**config.mk**
```make
export PLATFORM = sky130hd
export DESIGN_NAME = ltc_lane_regs
export DESIGN_NICKNAME = d
export VERILOG_FILES = /design/src/rtl/ltc_detect_timer.v /design/src/rtl/ltc_lane_regs.v
export VERILOG_INCLUDE_DIRS = /design/src /design/src/rtl
export SDC_FILE = /design/constraint.sdc
export NUM_CORES = 1
export LEC_CHECK = 0
export BUFFER_PORTS_ARGS = -buffer_cell sky130_fd_sc_hd__buf_2
export CORE_AREA = 5 5 104 106
export DETAILED_ROUTE_END_ITERATION = 8
export DIE_AREA = 0 0 109 111
export MAX_ROUTING_LAYER = met4
export PLACE_DENSITY = 0.84
export SETUP_SLACK_MARGIN = 0.15
export SLEW_MARGIN = 20
export SYNTH_ARGS = -nofsm -noshare
export SYNTH_HDL_FRONTEND = slang
export SYNTH_SLANG_ARGS = --single-unit
```
**constraint.sdc**
```tcl
create_clock -name clock -period 2.15 [get_ports clock]
set_clock_uncertainty 0.1 [all_clocks]
set_input_delay 0.1075 -clock clock [delete_from_list [all_inputs] [get_ports clock]]
set_output_delay 0.1075 -clock clock [all_outputs]
set_load 0.01 [all_outputs]
```
**src/rtl/ltc_regs.vh**
```
// Register map constants for one lane's configuration group.
// Assumes inclusion by the lane register bank and its detect timer.
`ifndef LTC_REGS_VH
`define LTC_REGS_VH

// ------------------------------------------------------------
// Offsets
// ------------------------------------------------------------
`define LTC_OFS_QUIET_DET    8'h1c
`define LTC_OFS_BOOST        8'h1d
`define LTC_OFS_SWING        8'h1e
`define LTC_OFS_EMPH         8'h1f
`define LTC_OFS_THRESH       8'h20
`define LTC_OFS_GAP          8'h21
`define LTC_OFS_FORCE        8'h22

// ------------------------------------------------------------
// Reset values
// ------------------------------------------------------------
`define LTC_RST_QUIET_DET    8'h00
`define LTC_RST_BOOST        8'h2f
`define LTC_RST_SWING        8'had
`define LTC_RST_EMPH_CTL     3'h2
`define LTC_RST_THRESH       4'h0
`define LTC_RST_FORCE        2'h0

// ------------------------------------------------------------
// Field positions
// ------------------------------------------------------------
`define LTC_QUIET_OVR_BIT    5
`define LTC_QUIET_SEL_BIT    4
`define LTC_POLICY_HI        3
`define LTC_POLICY_LO        2
`define LTC_SCP_BIT          7
`define LTC_RATE_BIT         6
`define LTC_SWING_RSV_HI     5
`define LTC_SWING_RSV_LO     3
`define LTC_SWING_HI         2
`define LTC_EMPH_HI          2
`define LTC_FORCE_OFF_BIT    2
`define LTC_FORCE_ON_BIT     1
`define LTC_QUIET_RW_MASK    8'h3c
`define LTC_EMPH_RW_MASK     8'h1f

// ------------------------------------------------------------
// Detect policy codes
// ------------------------------------------------------------
`define LTC_POL_OPEN         2'h0
`define LTC_POL_LIMITED      2'h1
`define LTC_POL_ENDLESS      2'h2
`define LTC_POL_FIXED        2'h3

// ------------------------------------------------------------
// Detect timing
// ------------------------------------------------------------
`define LTC_CLK_HZ           25000000
`define LTC_PROBE_MS         12
`define LTC_PROBE_LIMIT      50
`define LTC_PROBE_CYCLES     ((`LTC_CLK_HZ / 1000) * `LTC_PROBE_MS)

`endif

```
**src/rtl/ltc_detect_timer.v**
```verilog
// Far-end detection sequencer for one lane.
// Assumes the analog side returns probe_result while probe_pulse is high.
`include "ltc_regs.vh"

module ltc_detect_timer #(
   parameter PERIOD_CYCLES = `LTC_PROBE_CYCLES,
   parameter PROBE_LIMIT   = `LTC_PROBE_LIMIT
) (
   // Clock and reset
   input  wire       clock,
   input  wire       reset_n,
   // Policy
   input  wire [1:0] policy,
   // Analog probe
   input  wire       probe_result,
   output reg        probe_pulse,
   // Outcome
   output reg        found,
   output reg        term_on
);

   reg  [23:0] tick_reg;
   reg  [7:0]  tries_reg;
   reg  [1:0]  policy_reg;
   wire        tick_done = (tick_reg == PERIOD_CYCLES - 1);
   wire        may_probe = (policy == `LTC_POL_ENDLESS) ||
                           (policy == `LTC_POL_LIMITED && tries_reg < PROBE_LIMIT);

   always @(posedge clock or negedge reset_n) begin
      if (!reset_n) begin
         tick_reg    <= 24'h000000;
         tries_reg   <= 8'h00;
         policy_reg  <= 2'h0;
         probe_pulse <= 1'b0;
         found       <= 1'b0;
         term_on     <= 1'b0;
      end else begin
         policy_reg  <= policy;
         probe_pulse <= 1'b0;
         // A policy change restarts the search from scratch
         if (policy != policy_reg) begin
            tick_reg  <= 24'h000000;
            tries_reg <= 8'h00;
            found     <= 1'b0;
         end else if (!found && may_probe) begin
            if (tick_done) begin
               tick_reg    <= 24'h000000;
               tries_reg   <= tries_reg + 8'h01;
               probe_pulse <= 1'b1;
            end else begin
               tick_reg <= tick_reg + 24'h000001;
            end
         end
         if (probe_pulse && probe_result && policy == policy_reg &&
             (policy == `LTC_POL_LIMITED || policy == `LTC_POL_ENDLESS))
            found <= 1'b1;
         case (policy)
            `LTC_POL_OPEN:    term_on <= 1'b0;
            `LTC_POL_FIXED:   term_on <= 1'b1;
            default:          term_on <= found;
         endcase
      end
   end

endmodule // ltc_detect_timer

```
**src/rtl/ltc_lane_regs.v**
```verilog
// Configuration and status registers for one lane of a serial redriver.
// Assumes a byte-wide register port from the management slave and an
// EEPROM loader that presents one offset/data pair per load strobe.
//
// Summary of operation
// - Override bit picks manual quiet, else automatic
// - Quiet select one mutes output, zero active
// - Policy 00 open, 11 fixed fifty ohm
// - Policy 01 probes every 12 ms, 50 tries
// - Policy 10 probes every 12 ms until found
// - Register policy overrides the detect pin
// - Eight-bit boost, reset 0x2f, EEPROM loadable
// - Swing bit 7 enables short-circuit protection
// - Swing bit 6 forces older rate, overrides pin
// - Three-bit swing code, default 101
// - Emphasis bit 7 reports far end found
// - Bits 6:5 report sensed rate code
// - Three-bit emphasis code, default 010
// - Assert threshold bits 3:2 override pin
// - De-assert threshold bits 1:0 override pin
// - Force-off bit holds presence inactive
// - Force-on bit holds presence active unless force-off is also set
`include "ltc_regs.vh"

module ltc_lane_regs #(
   parameter PERIOD_CYCLES = `LTC_PROBE_CYCLES,
   parameter PROBE_LIMIT   = `LTC_PROBE_LIMIT
) (
   // Clock and reset
   input  wire       clock,
   input  wire       reset_n,
   // Register port
   input  wire [7:0] reg_addr,
   input  wire       reg_wr,
   input  wire       reg_rd,
   input  wire [7:0] reg_wdata,
   output reg  [7:0] reg_rdata,
   output reg        reg_hit,
   // EEPROM load
   input  wire       eep_load,
   input  wire [7:0] eep_addr,
   input  wire [7:0] eep_data,
   // Analog lane status
   input  wire       auto_quiet,
   input  wire       probe_result,
   input  wire [1:0] sensed_rate_code,
   input  wire       raw_presence,
   // Lane settings
   output reg        lane_output_mute,
   output reg        input_term_on,
   output reg        probe_pulse,
   output reg  [7:0] input_boost_field,
   output reg        short_protect_en,
   output reg        force_older_rate,
   output reg  [2:0] output_swing_field,
   output reg  [2:0] emphasis_field,
   output reg  [1:0] assert_thresh,
   output reg  [1:0] deassert_thresh,
   output reg        lane_presence,
   output reg        far_end_present_flag
);

   // ------------------------------------------------------------
   // Storage
   // ------------------------------------------------------------
   reg  [7:0] quiet_det_reg;
   reg  [7:0] boost_reg;
   reg  [7:0] swing_reg;
   reg  [2:0] emph_reg;
   reg  [3:0] thresh_reg;
   reg  [1:0] force_reg;
   reg  [1:0] rate_seen_reg;
   wire       found;
   wire       term_on;
   wire       pulse;

   // EEPROM load has priority; a colliding host write is dropped for that cycle
   wire       wr_any  = eep_load | reg_wr;
   wire [7:0] wr_addr = eep_load ? eep_addr : reg_addr;
   wire [7:0] wr_data = eep_load ? eep_data : reg_wdata;

   function is_mapped;
      input [7:0] a;
      begin
         is_mapped = (a >= `LTC_OFS_QUIET_DET) && (a <= `LTC_OFS_FORCE);
      end
   endfunction

   // ------------------------------------------------------------
   // Writes
   // ------------------------------------------------------------
   always @(posedge clock or negedge reset_n) begin
      if (!reset_n) begin
         quiet_det_reg <= `LTC_RST_QUIET_DET;
         boost_reg     <= `LTC_RST_BOOST;
         swing_reg     <= `LTC_RST_SWING;
         emph_reg      <= `LTC_RST_EMPH_CTL;
         thresh_reg    <= `LTC_RST_THRESH;
         force_reg     <= `LTC_RST_FORCE;
      end else if (wr_any) begin
         case (wr_addr)
            `LTC_OFS_QUIET_DET: quiet_det_reg <= wr_data & `LTC_QUIET_RW_MASK;
            `LTC_OFS_BOOST:     boost_reg     <= wr_data;
            // Reserved swing bits are stored as written; software keeps them at 101
            `LTC_OFS_SWING:     swing_reg     <= wr_data;
            `LTC_OFS_EMPH:      emph_reg      <= wr_data[`LTC_EMPH_HI:0];
            `LTC_OFS_THRESH:    thresh_reg    <= wr_data[3:0];
            `LTC_OFS_FORCE:     force_reg     <= wr_data[`LTC_FORCE_OFF_BIT:`LTC_FORCE_ON_BIT];
            default:            force_reg     <= force_reg;
         endcase
      end
   end

   // ------------------------------------------------------------
   // Detection sequencer
   // ------------------------------------------------------------
   ltc_detect_timer #(
      .PERIOD_CYCLES (PERIOD_CYCLES),
      .PROBE_LIMIT   (PROBE_LIMIT)
   ) u_detect (
      .clock        (clock),
      .reset_n      (reset_n),
      .policy       (quiet_det_reg[`LTC_POLICY_HI:`LTC_POLICY_LO]),
      .probe_result (probe_result),
      .probe_pulse  (pulse),
      .found        (found),
      .term_on      (term_on)
   );

   // ------------------------------------------------------------
   // Settings out, all registered
   // ------------------------------------------------------------
   always @(posedge clock or negedge reset_n) begin
      if (!reset_n) begin
         lane_output_mute     <= 1'b0;
         input_term_on        <= 1'b0;
         probe_pulse          <= 1'b0;
         input_boost_field    <= `LTC_RST_BOOST;
         short_protect_en     <= 1'b1;
         force_older_rate     <= 1'b0;
         output_swing_field   <= 3'h5;
         emphasis_field       <= `LTC_RST_EMPH_CTL;
         assert_thresh        <= 2'h0;
         deassert_thresh      <= 2'h0;
         lane_presence        <= 1'b0;
         far_end_present_flag <= 1'b0;
         rate_seen_reg        <= 2'h0;
      end else begin
         if (quiet_det_reg[`LTC_QUIET_OVR_BIT])
            lane_output_mute <= quiet_det_reg[`LTC_QUIET_SEL_BIT];
         else
            lane_output_mute <= auto_quiet;
         input_term_on        <= term_on;
         probe_pulse          <= pulse;
         input_boost_field    <= boost_reg;
         short_protect_en     <= swing_reg[`LTC_SCP_BIT];
         force_older_rate     <= swing_reg[`LTC_RATE_BIT];
         output_swing_field   <= swing_reg[`LTC_SWING_HI:0];
         emphasis_field       <= emph_reg;
         assert_thresh        <= thresh_reg[3:2];
         deassert_thresh      <= thresh_reg[1:0];
         if (force_reg[1])
            lane_presence <= 1'b0;
         else if (force_reg[0])
            lane_presence <= 1'b1;
         else
            lane_presence <= raw_presence;
         far_end_present_flag <= found;
         rate_seen_reg        <= sensed_rate_code;
      end
   end

   // ------------------------------------------------------------
   // Reads
   // ------------------------------------------------------------
   always @(posedge clock or negedge reset_n) begin
      if (!reset_n) begin
         reg_rdata <= 8'h00;
         reg_hit   <= 1'b0;
      end else begin
         reg_hit <= reg_rd & is_mapped(reg_addr);
         if (reg_rd) begin
            case (reg_addr)
               `LTC_OFS_QUIET_DET: reg_rdata <= quiet_det_reg;
               `LTC_OFS_BOOST:     reg_rdata <= boost_reg;
               `LTC_OFS_SWING:     reg_rdata <= swing_reg;
               `LTC_OFS_EMPH:      reg_rdata <= {found, rate_seen_reg, 2'h0, emph_reg};
               `LTC_OFS_THRESH:    reg_rdata <= {4'h0, thresh_reg};
               `LTC_OFS_FORCE:     reg_rdata <= {5'h00, force_reg, 1'b0};
               default:            reg_rdata <= 8'h00;
            endcase
         end
      end
   end

endmodule // ltc_lane_regs

```
# ---- After elaboration in Yosys (flattened, before gate mapping)
# Index checks and enable logic that the tools add are counted.
# Widths: inputs -> output; s select.
dict set report op_classes {
  mux 18
  n_lt_le_gt_ge 3
  n_bitwise 2
  div_mod_pow 0
  n_mul 0
  shift 0
  n_addsub 2
  eq_ne 18
  reduce_logical 20
}
# cell count
set ops {}
lappend ops {{$mux 24} 3}
lappend ops {{$eq 8x5->1 const B} 8}
lappend ops {{$pmux 8 s6} 1}
lappend ops {{$mux 8} 5}
lappend ops {{$eq 8x6->1 const B} 4}
lappend ops {{$add 24x1->24 const B} 1}
lappend ops {{$eq 24x19->1 const B} 1}
lappend ops {{$reduce_and 2->1} 7}
lappend ops {{$add 8x1->8 const B} 1}
lappend ops {{$ge 8x5->1 const B} 1}
lappend ops {{$le 8x6->1 const B} 1}
lappend ops {{$lt 8x6->1 const B} 1}
lappend ops {{$mux 1} 8}
lappend ops {{$logic_and 1x1->1} 6}
lappend ops {{$reduce_bool 2->1} 3}
lappend ops {{$eq 2x2->1 const B} 2}
lappend ops {{$eq 2x1->1 const B} 1}
lappend ops {{$eq 2x2->1} 1}
lappend ops {{$logic_not 2->1} 1}
lappend ops {{$logic_or 1x1->1} 2}
lappend ops {{$ne 2x2->1} 1}
lappend ops {{$pmux 1 s2} 1}
lappend ops {{$and 1x1->1} 1}
lappend ops {{$logic_not 1->1} 1}
lappend ops {{$or 1x1->1} 1}
dict set report word_totals {
  mem_bits_rw 0
  mem_count 0
  regBits 102
  latch_bits 0
  romBits 0
}

# ---- Depth between registers and ports, before layout
# Gate-level depths: netlist of the first run.
dict set report logic_depth {
  ltp_word 6
  mapped_depth 8
  mapped_depth_nobuf 7
}

# ---- Cells and area by module
# A second synthesis of the first run with hierarchy kept.
dict set report unflattened {
  cells_unflattened 408
  area_unflattened_um2 4769.6
}
# module area_per_inst_um2 seq_area_each_um2 cells_each n_inst
set modules_own_cells {}
lappend modules_own_cells {ltc_lane_regs 2663.8 1651.6 175 1}
lappend modules_own_cells {ltc_detect_timer 2105.8 925.9 233 1}

# ---- Worst setup path before layout of the first run
# OpenSTA, ideal clock, no wires.
dict set report synth_timing {
  path_type {flip-flop to flip-flop}
  startpoint {register u_detect.tick_reg[10]}
  endpoint {register u_detect.tick_reg[23]}
  arrival_ps 2090
  path_stages_with_launch 7
  path_slack_ps -116
  setup_ps 76
  synth_period_minus_slack_ps 2266
  path_cell_list {dfrtp_1 clkbuf_2 nand4_2 or4_4 or4_4 or4_1 o21ai_1}
}
dict set report synth_via {
  elab_chain_cells 4
  word_cells_on_any_way 5
  cone_classes {1 x add/sub; 1 x eq/ne; 3 x mux}
}
# item line_no
set synth_rtl {}
lappend synth_rtl {{start: declaration} ltc_detect_timer.v:22} ;# reg [23:0] tick_reg;
lappend synth_rtl {{start signal: assignment} ltc_detect_timer.v:51} ;# tick_reg <= tick_reg + 24'h000001;
lappend synth_rtl {{$add 24x1->24 or $eq 24x19->1 (tied branches)} {ltc_detect_timer.v:51, ltc_detect_timer.v:25}}
lappend synth_rtl {{$mux 24 *} ltc_detect_timer.v:46} ;# if (tick_done) begin
lappend synth_rtl {{$mux 24 *} ltc_detect_timer.v:45} ;# end else if (!found && may_probe) begin
lappend synth_rtl {{$mux 24 *} ltc_detect_timer.v:41} ;# if (policy != policy_reg) begin
# Mark *: on every way between the ends. The rest lies on a longest branch, timed or not. The select of a mux whose other input is x is not followed.
# A chain may end at the register's enable or synchronous reset.

# ---- Worst setup path in the final report of the first run
dict set report layout_timing {
  startpoint {register u_detect.tries_reg[2]}
  endpoint {register u_detect.tick_reg[19]}
}
dict set report layout_via {
  elab_chain_cells 5
}
# item line_no
set layout_rtl {}
lappend layout_rtl {{start: declaration} ltc_detect_timer.v:23} ;# reg [7:0] tries_reg;
lappend layout_rtl {{start signal: assignment} ltc_detect_timer.v:48} ;# tries_reg <= tries_reg + 8'h01;
lappend layout_rtl {{$lt 8x6->1} ltc_detect_timer.v:27} ;# (policy == `LTC_POL_LIMITED && tries_reg < PROBE_LIMIT);
lappend layout_rtl {{$logic_and 1x1->1} ltc_detect_timer.v:27}
lappend layout_rtl {{$logic_or 1x1->1} ltc_detect_timer.v:26} ;# wire may_probe = (policy == `LTC_POL_ENDLESS) ||
lappend layout_rtl {{$logic_and 1x1->1} ltc_detect_timer.v:45}
lappend layout_rtl {{$reduce_bool 2->1 (no source line)} --}
# Every way passes these cells.

==> results.md, run 1 <==
- Syn. warnings: 0
- Synthesized cell area: 0.004872 mm2
- Reg2reg start: u_detect.tries_reg[2]
- Run status: finished, violations left
- Largest stage delay on the critical path: 0.49 ns
- Maximum number of pins on one net before global-route repair: 50
- Final nets: 653
- Routed via count: 4454
- Design area: 0.006721 mm2
- Final Max Tran Viols: 0
- EDFF count, synth: 0
- CTS Buf Count: 9
- Total gr overflow: 0
- Number of port buffers: 75
- Ant. Diodes: 0
- Slew headroom: 0.6382
- Initial Util: 0.5031
- GPL Wtd Cong: 0.8987
- Failing checks: negative setup slack
- CTS tree: built
- Via density per instance: 5.987
- Fin crit share: 1.024
- Max FFs per register: 24
- R2r setup slk: -0.05 ns
- Leak: 3.026 nW
- Total power: 4.127 mW
- Synth Flop Type: dfrtp_1
- Drt wl/cell: 19.49 um
- FF+latch count, synth: 102
- Tot GR Track Use: 0.2405
- Share of cells above drive strength 1: 0.5090
- Top-count cell post-synth: dfrtp_1
- Fraction of registers with async set/reset: 1.000
- Synth unique cells: 53
- Maximum VDD drop: 0.3662 mV
- Syn Nets: 496
- Placeable Area: 0.009684 mm2
- Clock tree buffer depth: 2
- Most instantiated cells after synthesis: dfrtp_1 (82), mux2_2 (45), nand2_1 (35)
- Top-area cell type share of the netlist area: 0.4212
- Row Count: 36
- DIE AREA: 0.01210 mm2
- Hold-critical path depth: 3
- Clk Latency, worst-skew pair: 0.37 ns
- CP Launch Point: u_detect.tries_reg[2]
- CP Capture Type: register
- Vias in the first global route: 4640
- Ports: 76
- Detailed Place HPWL: 9157 um
- Type of origin of the critical path: register
- Area Overhead vs Synth: 37.96%
- F_max: 0.4541 GHz
- Min cycle time layout: 2.202 ns
- Worst-path clk slew: 0.11 ns
- Dominant cells by area after synthesis: dfrtp_1 (42%), dfstp_2 (11%), mux2_2 (10%)
- DR pass1 iterations: 5
- Cells along the critical path: o311ai_2, a21o_4, o21ai_4, buf_6, or4_1, o21ai_1
- Worst Tran Pin Value: 0.5351 ns
- Die W: 109 um
- Placed inst area: 0.005808 mm2
- Post-synthesis sequential area ratio: 0.5290
- Clk sinks: 102
- CP endpoint: u_detect.tick_reg[19]
- DRT iter0 DRCs: 372
- CTS H-tree lvls: 3
- CP Class: reg2reg
- Routed Antenna Nets: 0
- Die Ht: 111 um
- Setup-failing EPs final: 7
- Final core occ: 0.6941
- Post-synthesis average cell area: 10.85 um2
- Slowest-stage cell, CP: or4_1
- DRC: 0
- Worst-case reg-to-reg path depth: 6
- Reg2reg end: u_detect.tick_reg[19]
- Pwr/cell area: 614.0 mW/mm2
- Fin. Hold Viols: 0
- Mapped Cells: 449
- CTS root buf: clkbuf_8
- Routed WL: 14500 um
- CP Data Required Time: 2.35 ns
- CP Max Fanout: 6
- Max cap viols: 0
- Fin worst setup slack: -0.05235 ns
- Hold Crit Class: in2reg
- RSZ-0062 raised after global routing: true
- First-pass GRT wire length: 22670 um
- Synth area leader: dfrtp_1
- Arrival @ worst endpoint: 2.40 ns
- Antenna violations before repair: 0
-- layout by cell type, fill, tap and decap left out, types with 11 or more instances in the layout --
cell type,n
dfrtp_1,77
buf_2,73
buf_4,66
mux2_2,45
nand2_1,34
nor2_1,26
dfstp_2,20
buf_6,15
inv_1,14
a21oi_1,14
nand3_1,14
a21oi_2,14
o21ai_0,12
nand4_1,11
or4_4,11
-- power breakdown --
part,internal (mW),total [mW],switching (mW)
Clock,0.558,1.26,0.706
Sequential,2.04,2.10,0.0599
Combinational,0.343,0.768,0.425
Total,2.94,4.13,1.19
-- what timing repair did --
| action | in CTS | in global routing |
|---|---|---|
| gates resized for setup | 24 | 83 |
| setup endpoints to repair | 30 | 33 |
| setup buffers | 7 | 18 |
| pin swaps | 6 | 30 |
| endpoints found under the hold margin | 58 | 0 |
| hold buffers | 9 | 0 |
| cloned | 1 | 2 |
-- layout make-up --
class	count	area [um2]
Clock buffer	11	131.4
Clock inverter	5	66.31
Fill cell	651	2963
Inverter	14	52.55
Multi-Input combinational cell	313	2541
Sequential cell	102	2584
Tap cell	133	166.4
Timing Repair Buffer	166	1180
-- logic make-up after synthesis --
family	count (synthesis)	synth area share
adders and majority gates	5	0.01284
xor gates and xnor gates	6	0.01079
muxes	51	0.1215
and+or+nand+nor	161	0.1929
AOI/OAI and AO/OA	88	0.1050
buffers and inverters	36	0.02799
DFF	102	0.5290
-- worst min-delay path by stage --
stage / end / startpoint / slack (ns)
after floorplan: assert_thresh[0] / reset_n / -0.29
after global placement: input_term_on / reset_n / -0.01
after detailed placement: input_term_on / reset_n / -0.01
after CTS: boost_reg[7] / reg_wdata[7] / 0.02
after global routing: boost_reg[7] / eep_data[7] / 0.02
final: boost_reg[7] / reg_wdata[7] / 0.02
-- critical path: cells and delay by family (launching register included) --
| kind | cells | cell delay, ns |
|---|---|---|
| buffers and inverters | 1 | 0.14 |
| AO/OA/AOI/OAI | 4 | 0.94 |
| AND/OR/NAND/NOR | 1 | 0.49 |
| flip-flops | 1 | 0.47 |
-- routing by layer --
metal  wire [um]  global-route usage
met1        5620              0.3026
met2        7560              0.3911
met3         905             0.04135
met4         415             0.08165
met5           0                   -
-- stage by stage --
| stage | std cells | setup slack (ns) | hold slack [ns] | setup TNS [ns] |
|---|---|---|---|---|
| floorplan | 449 | -0.01297 | -0.2881 | -0.01297 |
| global placement | 691 | 0.02648 | -0.01385 | 0 |
| detailed placement | 691 | -0.02007 | -0.01409 | -0.05049 |
| CTS | 724 | 0.004217 | 0.01636 | 0 |
| global route | 744 | -0.1057 | 0.02144 | -0.7896 |
| finish | 744 | -0.05235 | 0.01914 | -0.1299 |
Note: power is estimated with default switching activity, not from simulation.
==> run 2, diff against run 1 <==
--- a/config.mk
+++ b/config.mk
@@ -7,13 +7,14 @@
 export NUM_CORES = 1
 export LEC_CHECK = 0
 export BUFFER_PORTS_ARGS = -buffer_cell sky130_fd_sc_hd__buf_2
-export CORE_AREA = 5 5 104 106
+export CORE_AREA = 5 5 111 113
 export DETAILED_ROUTE_END_ITERATION = 8
-export DIE_AREA = 0 0 109 111
+export DIE_AREA = 0 0 116 118
 export MAX_ROUTING_LAYER = met4
-export PLACE_DENSITY = 0.84
+export PLACE_DENSITY = 0.76
 export SETUP_SLACK_MARGIN = 0.15
 export SLEW_MARGIN = 20
 export SYNTH_ARGS = -nofsm -noshare
 export SYNTH_HDL_FRONTEND = slang
 export SYNTH_SLANG_ARGS = --single-unit
+export TNS_END_PERCENT = 30
==> run 2 against run 1 <==
Net effect: the flow now finishes without violations; sequential share of layout area rose by 0.64 points; clock-buffer cell count decreased by 2; wire length fell by 8.6%; first-iteration DRC count is 32% lower; design area decreased by 1.6%; largest power group unchanged.
==> results.md, run 2 (synthesis results as in run 1) <==
- Placed inst area: 0.005801 mm2 (-0.13%)
- Max cap viols: 0 (unchanged)
- First-pass GRT wire length: 21180 um (-6.5%)
- CTS tree: built
- DRC: 0 (unchanged)
- Worst Tran Pin Value: 0.5130 ns (-0.02216 ns)
- CP Class: reg2reg
- Fin crit share: 0.9951 (-0.02926)
- F_max: 0.4674 GHz (+2.9%)
- Setup WS pre-CTS: -0.1641 ns (-0.1441 ns)
- Maximum VDD drop: 0.4082 mV (+11%)
- Share of cells above drive strength 1: 0.4790 (-0.03001)
- Max FFs per register: 24 (unchanged)
- Row Count: 39 (+8.3%)
- Number of port buffers: 75 (unchanged)
- Area Overhead vs Synth: 35.77%
- Via density per instance: 5.668 (-5.3%)
- Hold Crit Class: in2reg
- Worst-path clk slew: 0.08 ns (-0.03 ns)
- Fin. Hold Viols: 0 (unchanged)
- Fin worst setup slack: 0.01057 ns (+0.06292 ns)
- Leak: 2.971 nW (-1.8%)
- Routed Antenna Nets: 0 (unchanged)
- GPL Wtd Cong: 0.9464 (+5.3%)
- Die W: 116 um (+6.4%)
- Total power: 4.414 mW (+6.9%)
- Most common cell after layout, fill and taps aside: dfrtp_1
- Maximum number of pins on one net before global-route repair: 49 (-2.0%)
- Routed via count: 4183 (-6.1%)
- RSZ-0062 raised after global routing: true
- Antenna violations before repair: 0 (unchanged)
- Die Ht: 118 um (+6.3%)
- CP Capture Type: register
- Placed cells: 695 (+0.58%)
- Tot GR Track Use: 0.1985 (-0.04195)
- Slew headroom: 0.6532 (+0.01498)
- Run status: finished clean
- Clk sinks: 102 (unchanged)
- Min cycle time layout: 2.139 ns (-0.06292 ns)
- Ant. Diodes: 0 (unchanged)
- Final nets: 637 (-2.5%)
- Placeable Area: 0.01122 mm2 (+16%)
- Clk Latency, worst-skew pair: 0.35 ns (-0.02 ns)
- Total gr overflow: 0 (unchanged)
- DR pass1 iterations: 5 (unchanged)
- Arrival @ worst endpoint: 2.32 ns (-0.08 ns)
- Ports: 76 (unchanged)
- CTS H-tree lvls: 3 (unchanged)
- Most frequent cells in the layout: dfrtp_1 (76), buf_2 (74), buf_4 (60)
- CTS root buf: clkbuf_16
- Clock tree buffer depth: 2 (unchanged)
- Final Max Tran Viols: 0 (unchanged)
- DRT iter0 DRCs: 253 (-32%)
- CP Data Required Time: 2.33 ns (-0.02 ns)
- CTS Buf Count: 9 (unchanged)
- Vias in the first global route: 4259 (-8.2%)
- Design area: 0.006615 mm2 (-1.6%)
- Initial Util: 0.4341 (-0.06899)
- Routed WL: 13260 um (-8.6%)
- Pwr/cell area: 667.2 mW/mm2 (+8.7%)
- Setup-failing EPs final: 0 (-7)
- CP Max Fanout: 3 (-3)
- Detailed Place HPWL: 8975 um (-2.0%)
- Type of origin of the critical path: register
- Layout Cells excl Fill: 738 (-0.81%)
- Drt wl/cell: 17.97 um (-7.8%)
- DIE AREA: 0.01369 mm2 (+13%)
==> run 2: cell count changes in the layout (fill, tap and decap cells not counted), sizes merged <==
cell         change
clkbuf           -2
clkinv           +1
inv              +2
buf             -13
nand3            -1
dlygate4sd3      -2
bufinv           -1
==> run 2: path summary, 6_finish.rpt <==
| check | to | slack, ns | from | cells past startpoint |
|---|---|---|---|---|
| min in group asynchronous | probe_pulse | 0.16 | reset_n | 2 |
| setup / recovery | u_detect.tick_reg[23] | 0.01 | u_detect.tick_reg[6] | 5 |
| max in group asynchronous | swing_reg[2] | 1.11 | reset_n | 3 |
| hold / removal | reg_hit | 0.02 | reg_addr[4] | 4 |
| setup reg to reg | u_detect.tick_reg[23] | 0.01 | u_detect.tick_reg[6] | 5 |
| hold reg to reg | input_boost_field[1] | 0.27 | boost_reg[1] | 0 |
==> run 2: area by class of cell <==
class	instances	area [um2]
Clock buffer	9	225.2
Clock inverter	7	63.81
Fill cell	882	4608
Inverter	14	52.55
Multi-Input combinational cell	312	2464
Sequential cell	102	2585
Tap cell	143	178.9
Timing Repair Buffer	151	1046
==> run 2: metrics by stage <==
stage	hold WS (ns)	utilization	setup TNS (ns)
after CTS	0.02112	0.5664	0
after global placement	-0.02763	0.5168	-1.172
after floorplan	-0.2881	-	-0.01297
after detailed placement	-0.01901	0.5168	-2.869
final	0.02417	0.5894	0
after global routing	0.05039	0.5894	-0.07025
==> run 2: repair_timing <==
item	in CTS	in global routing
pin swaps	7	24
gates resized for setup	28	53
endpoints found under the hold margin	38	0
cloned	2	0
setup endpoints to repair	30	31
hold buffers	7	0
setup buffers	10	8
==> run 2: metal layers <==
metal | vias to the layer above | global-route usage | wire, um
li1 | 1944 | - | -
met1 | 2056 | 0.2574 | 5614
met2 | 146 | 0.3119 | 6632
met3 | 37 | 0.02725 | 665
met4 | 0 | 0.08267 | 350
met5 | - | - | 0
==> run 2: worst max-delay path: stages, from the launching register on <==
cell and delay [ns]:
dfrtp_1 0.40, nand4_4 0.12, or4_4 0.55, or4_4 0.42
or4_1 0.40, o21ai_1 0.08
==> run 2: where the power goes <==
group / total, mW / switching, mW / internal, mW / leakage, nW
Sequential: 2.10 / 0.0626 / 2.04 / 1.32
Combinational: 0.705 / 0.386 / 0.319 / 1.51
Clock: 1.61 / 0.794 / 0.817 / 0.142
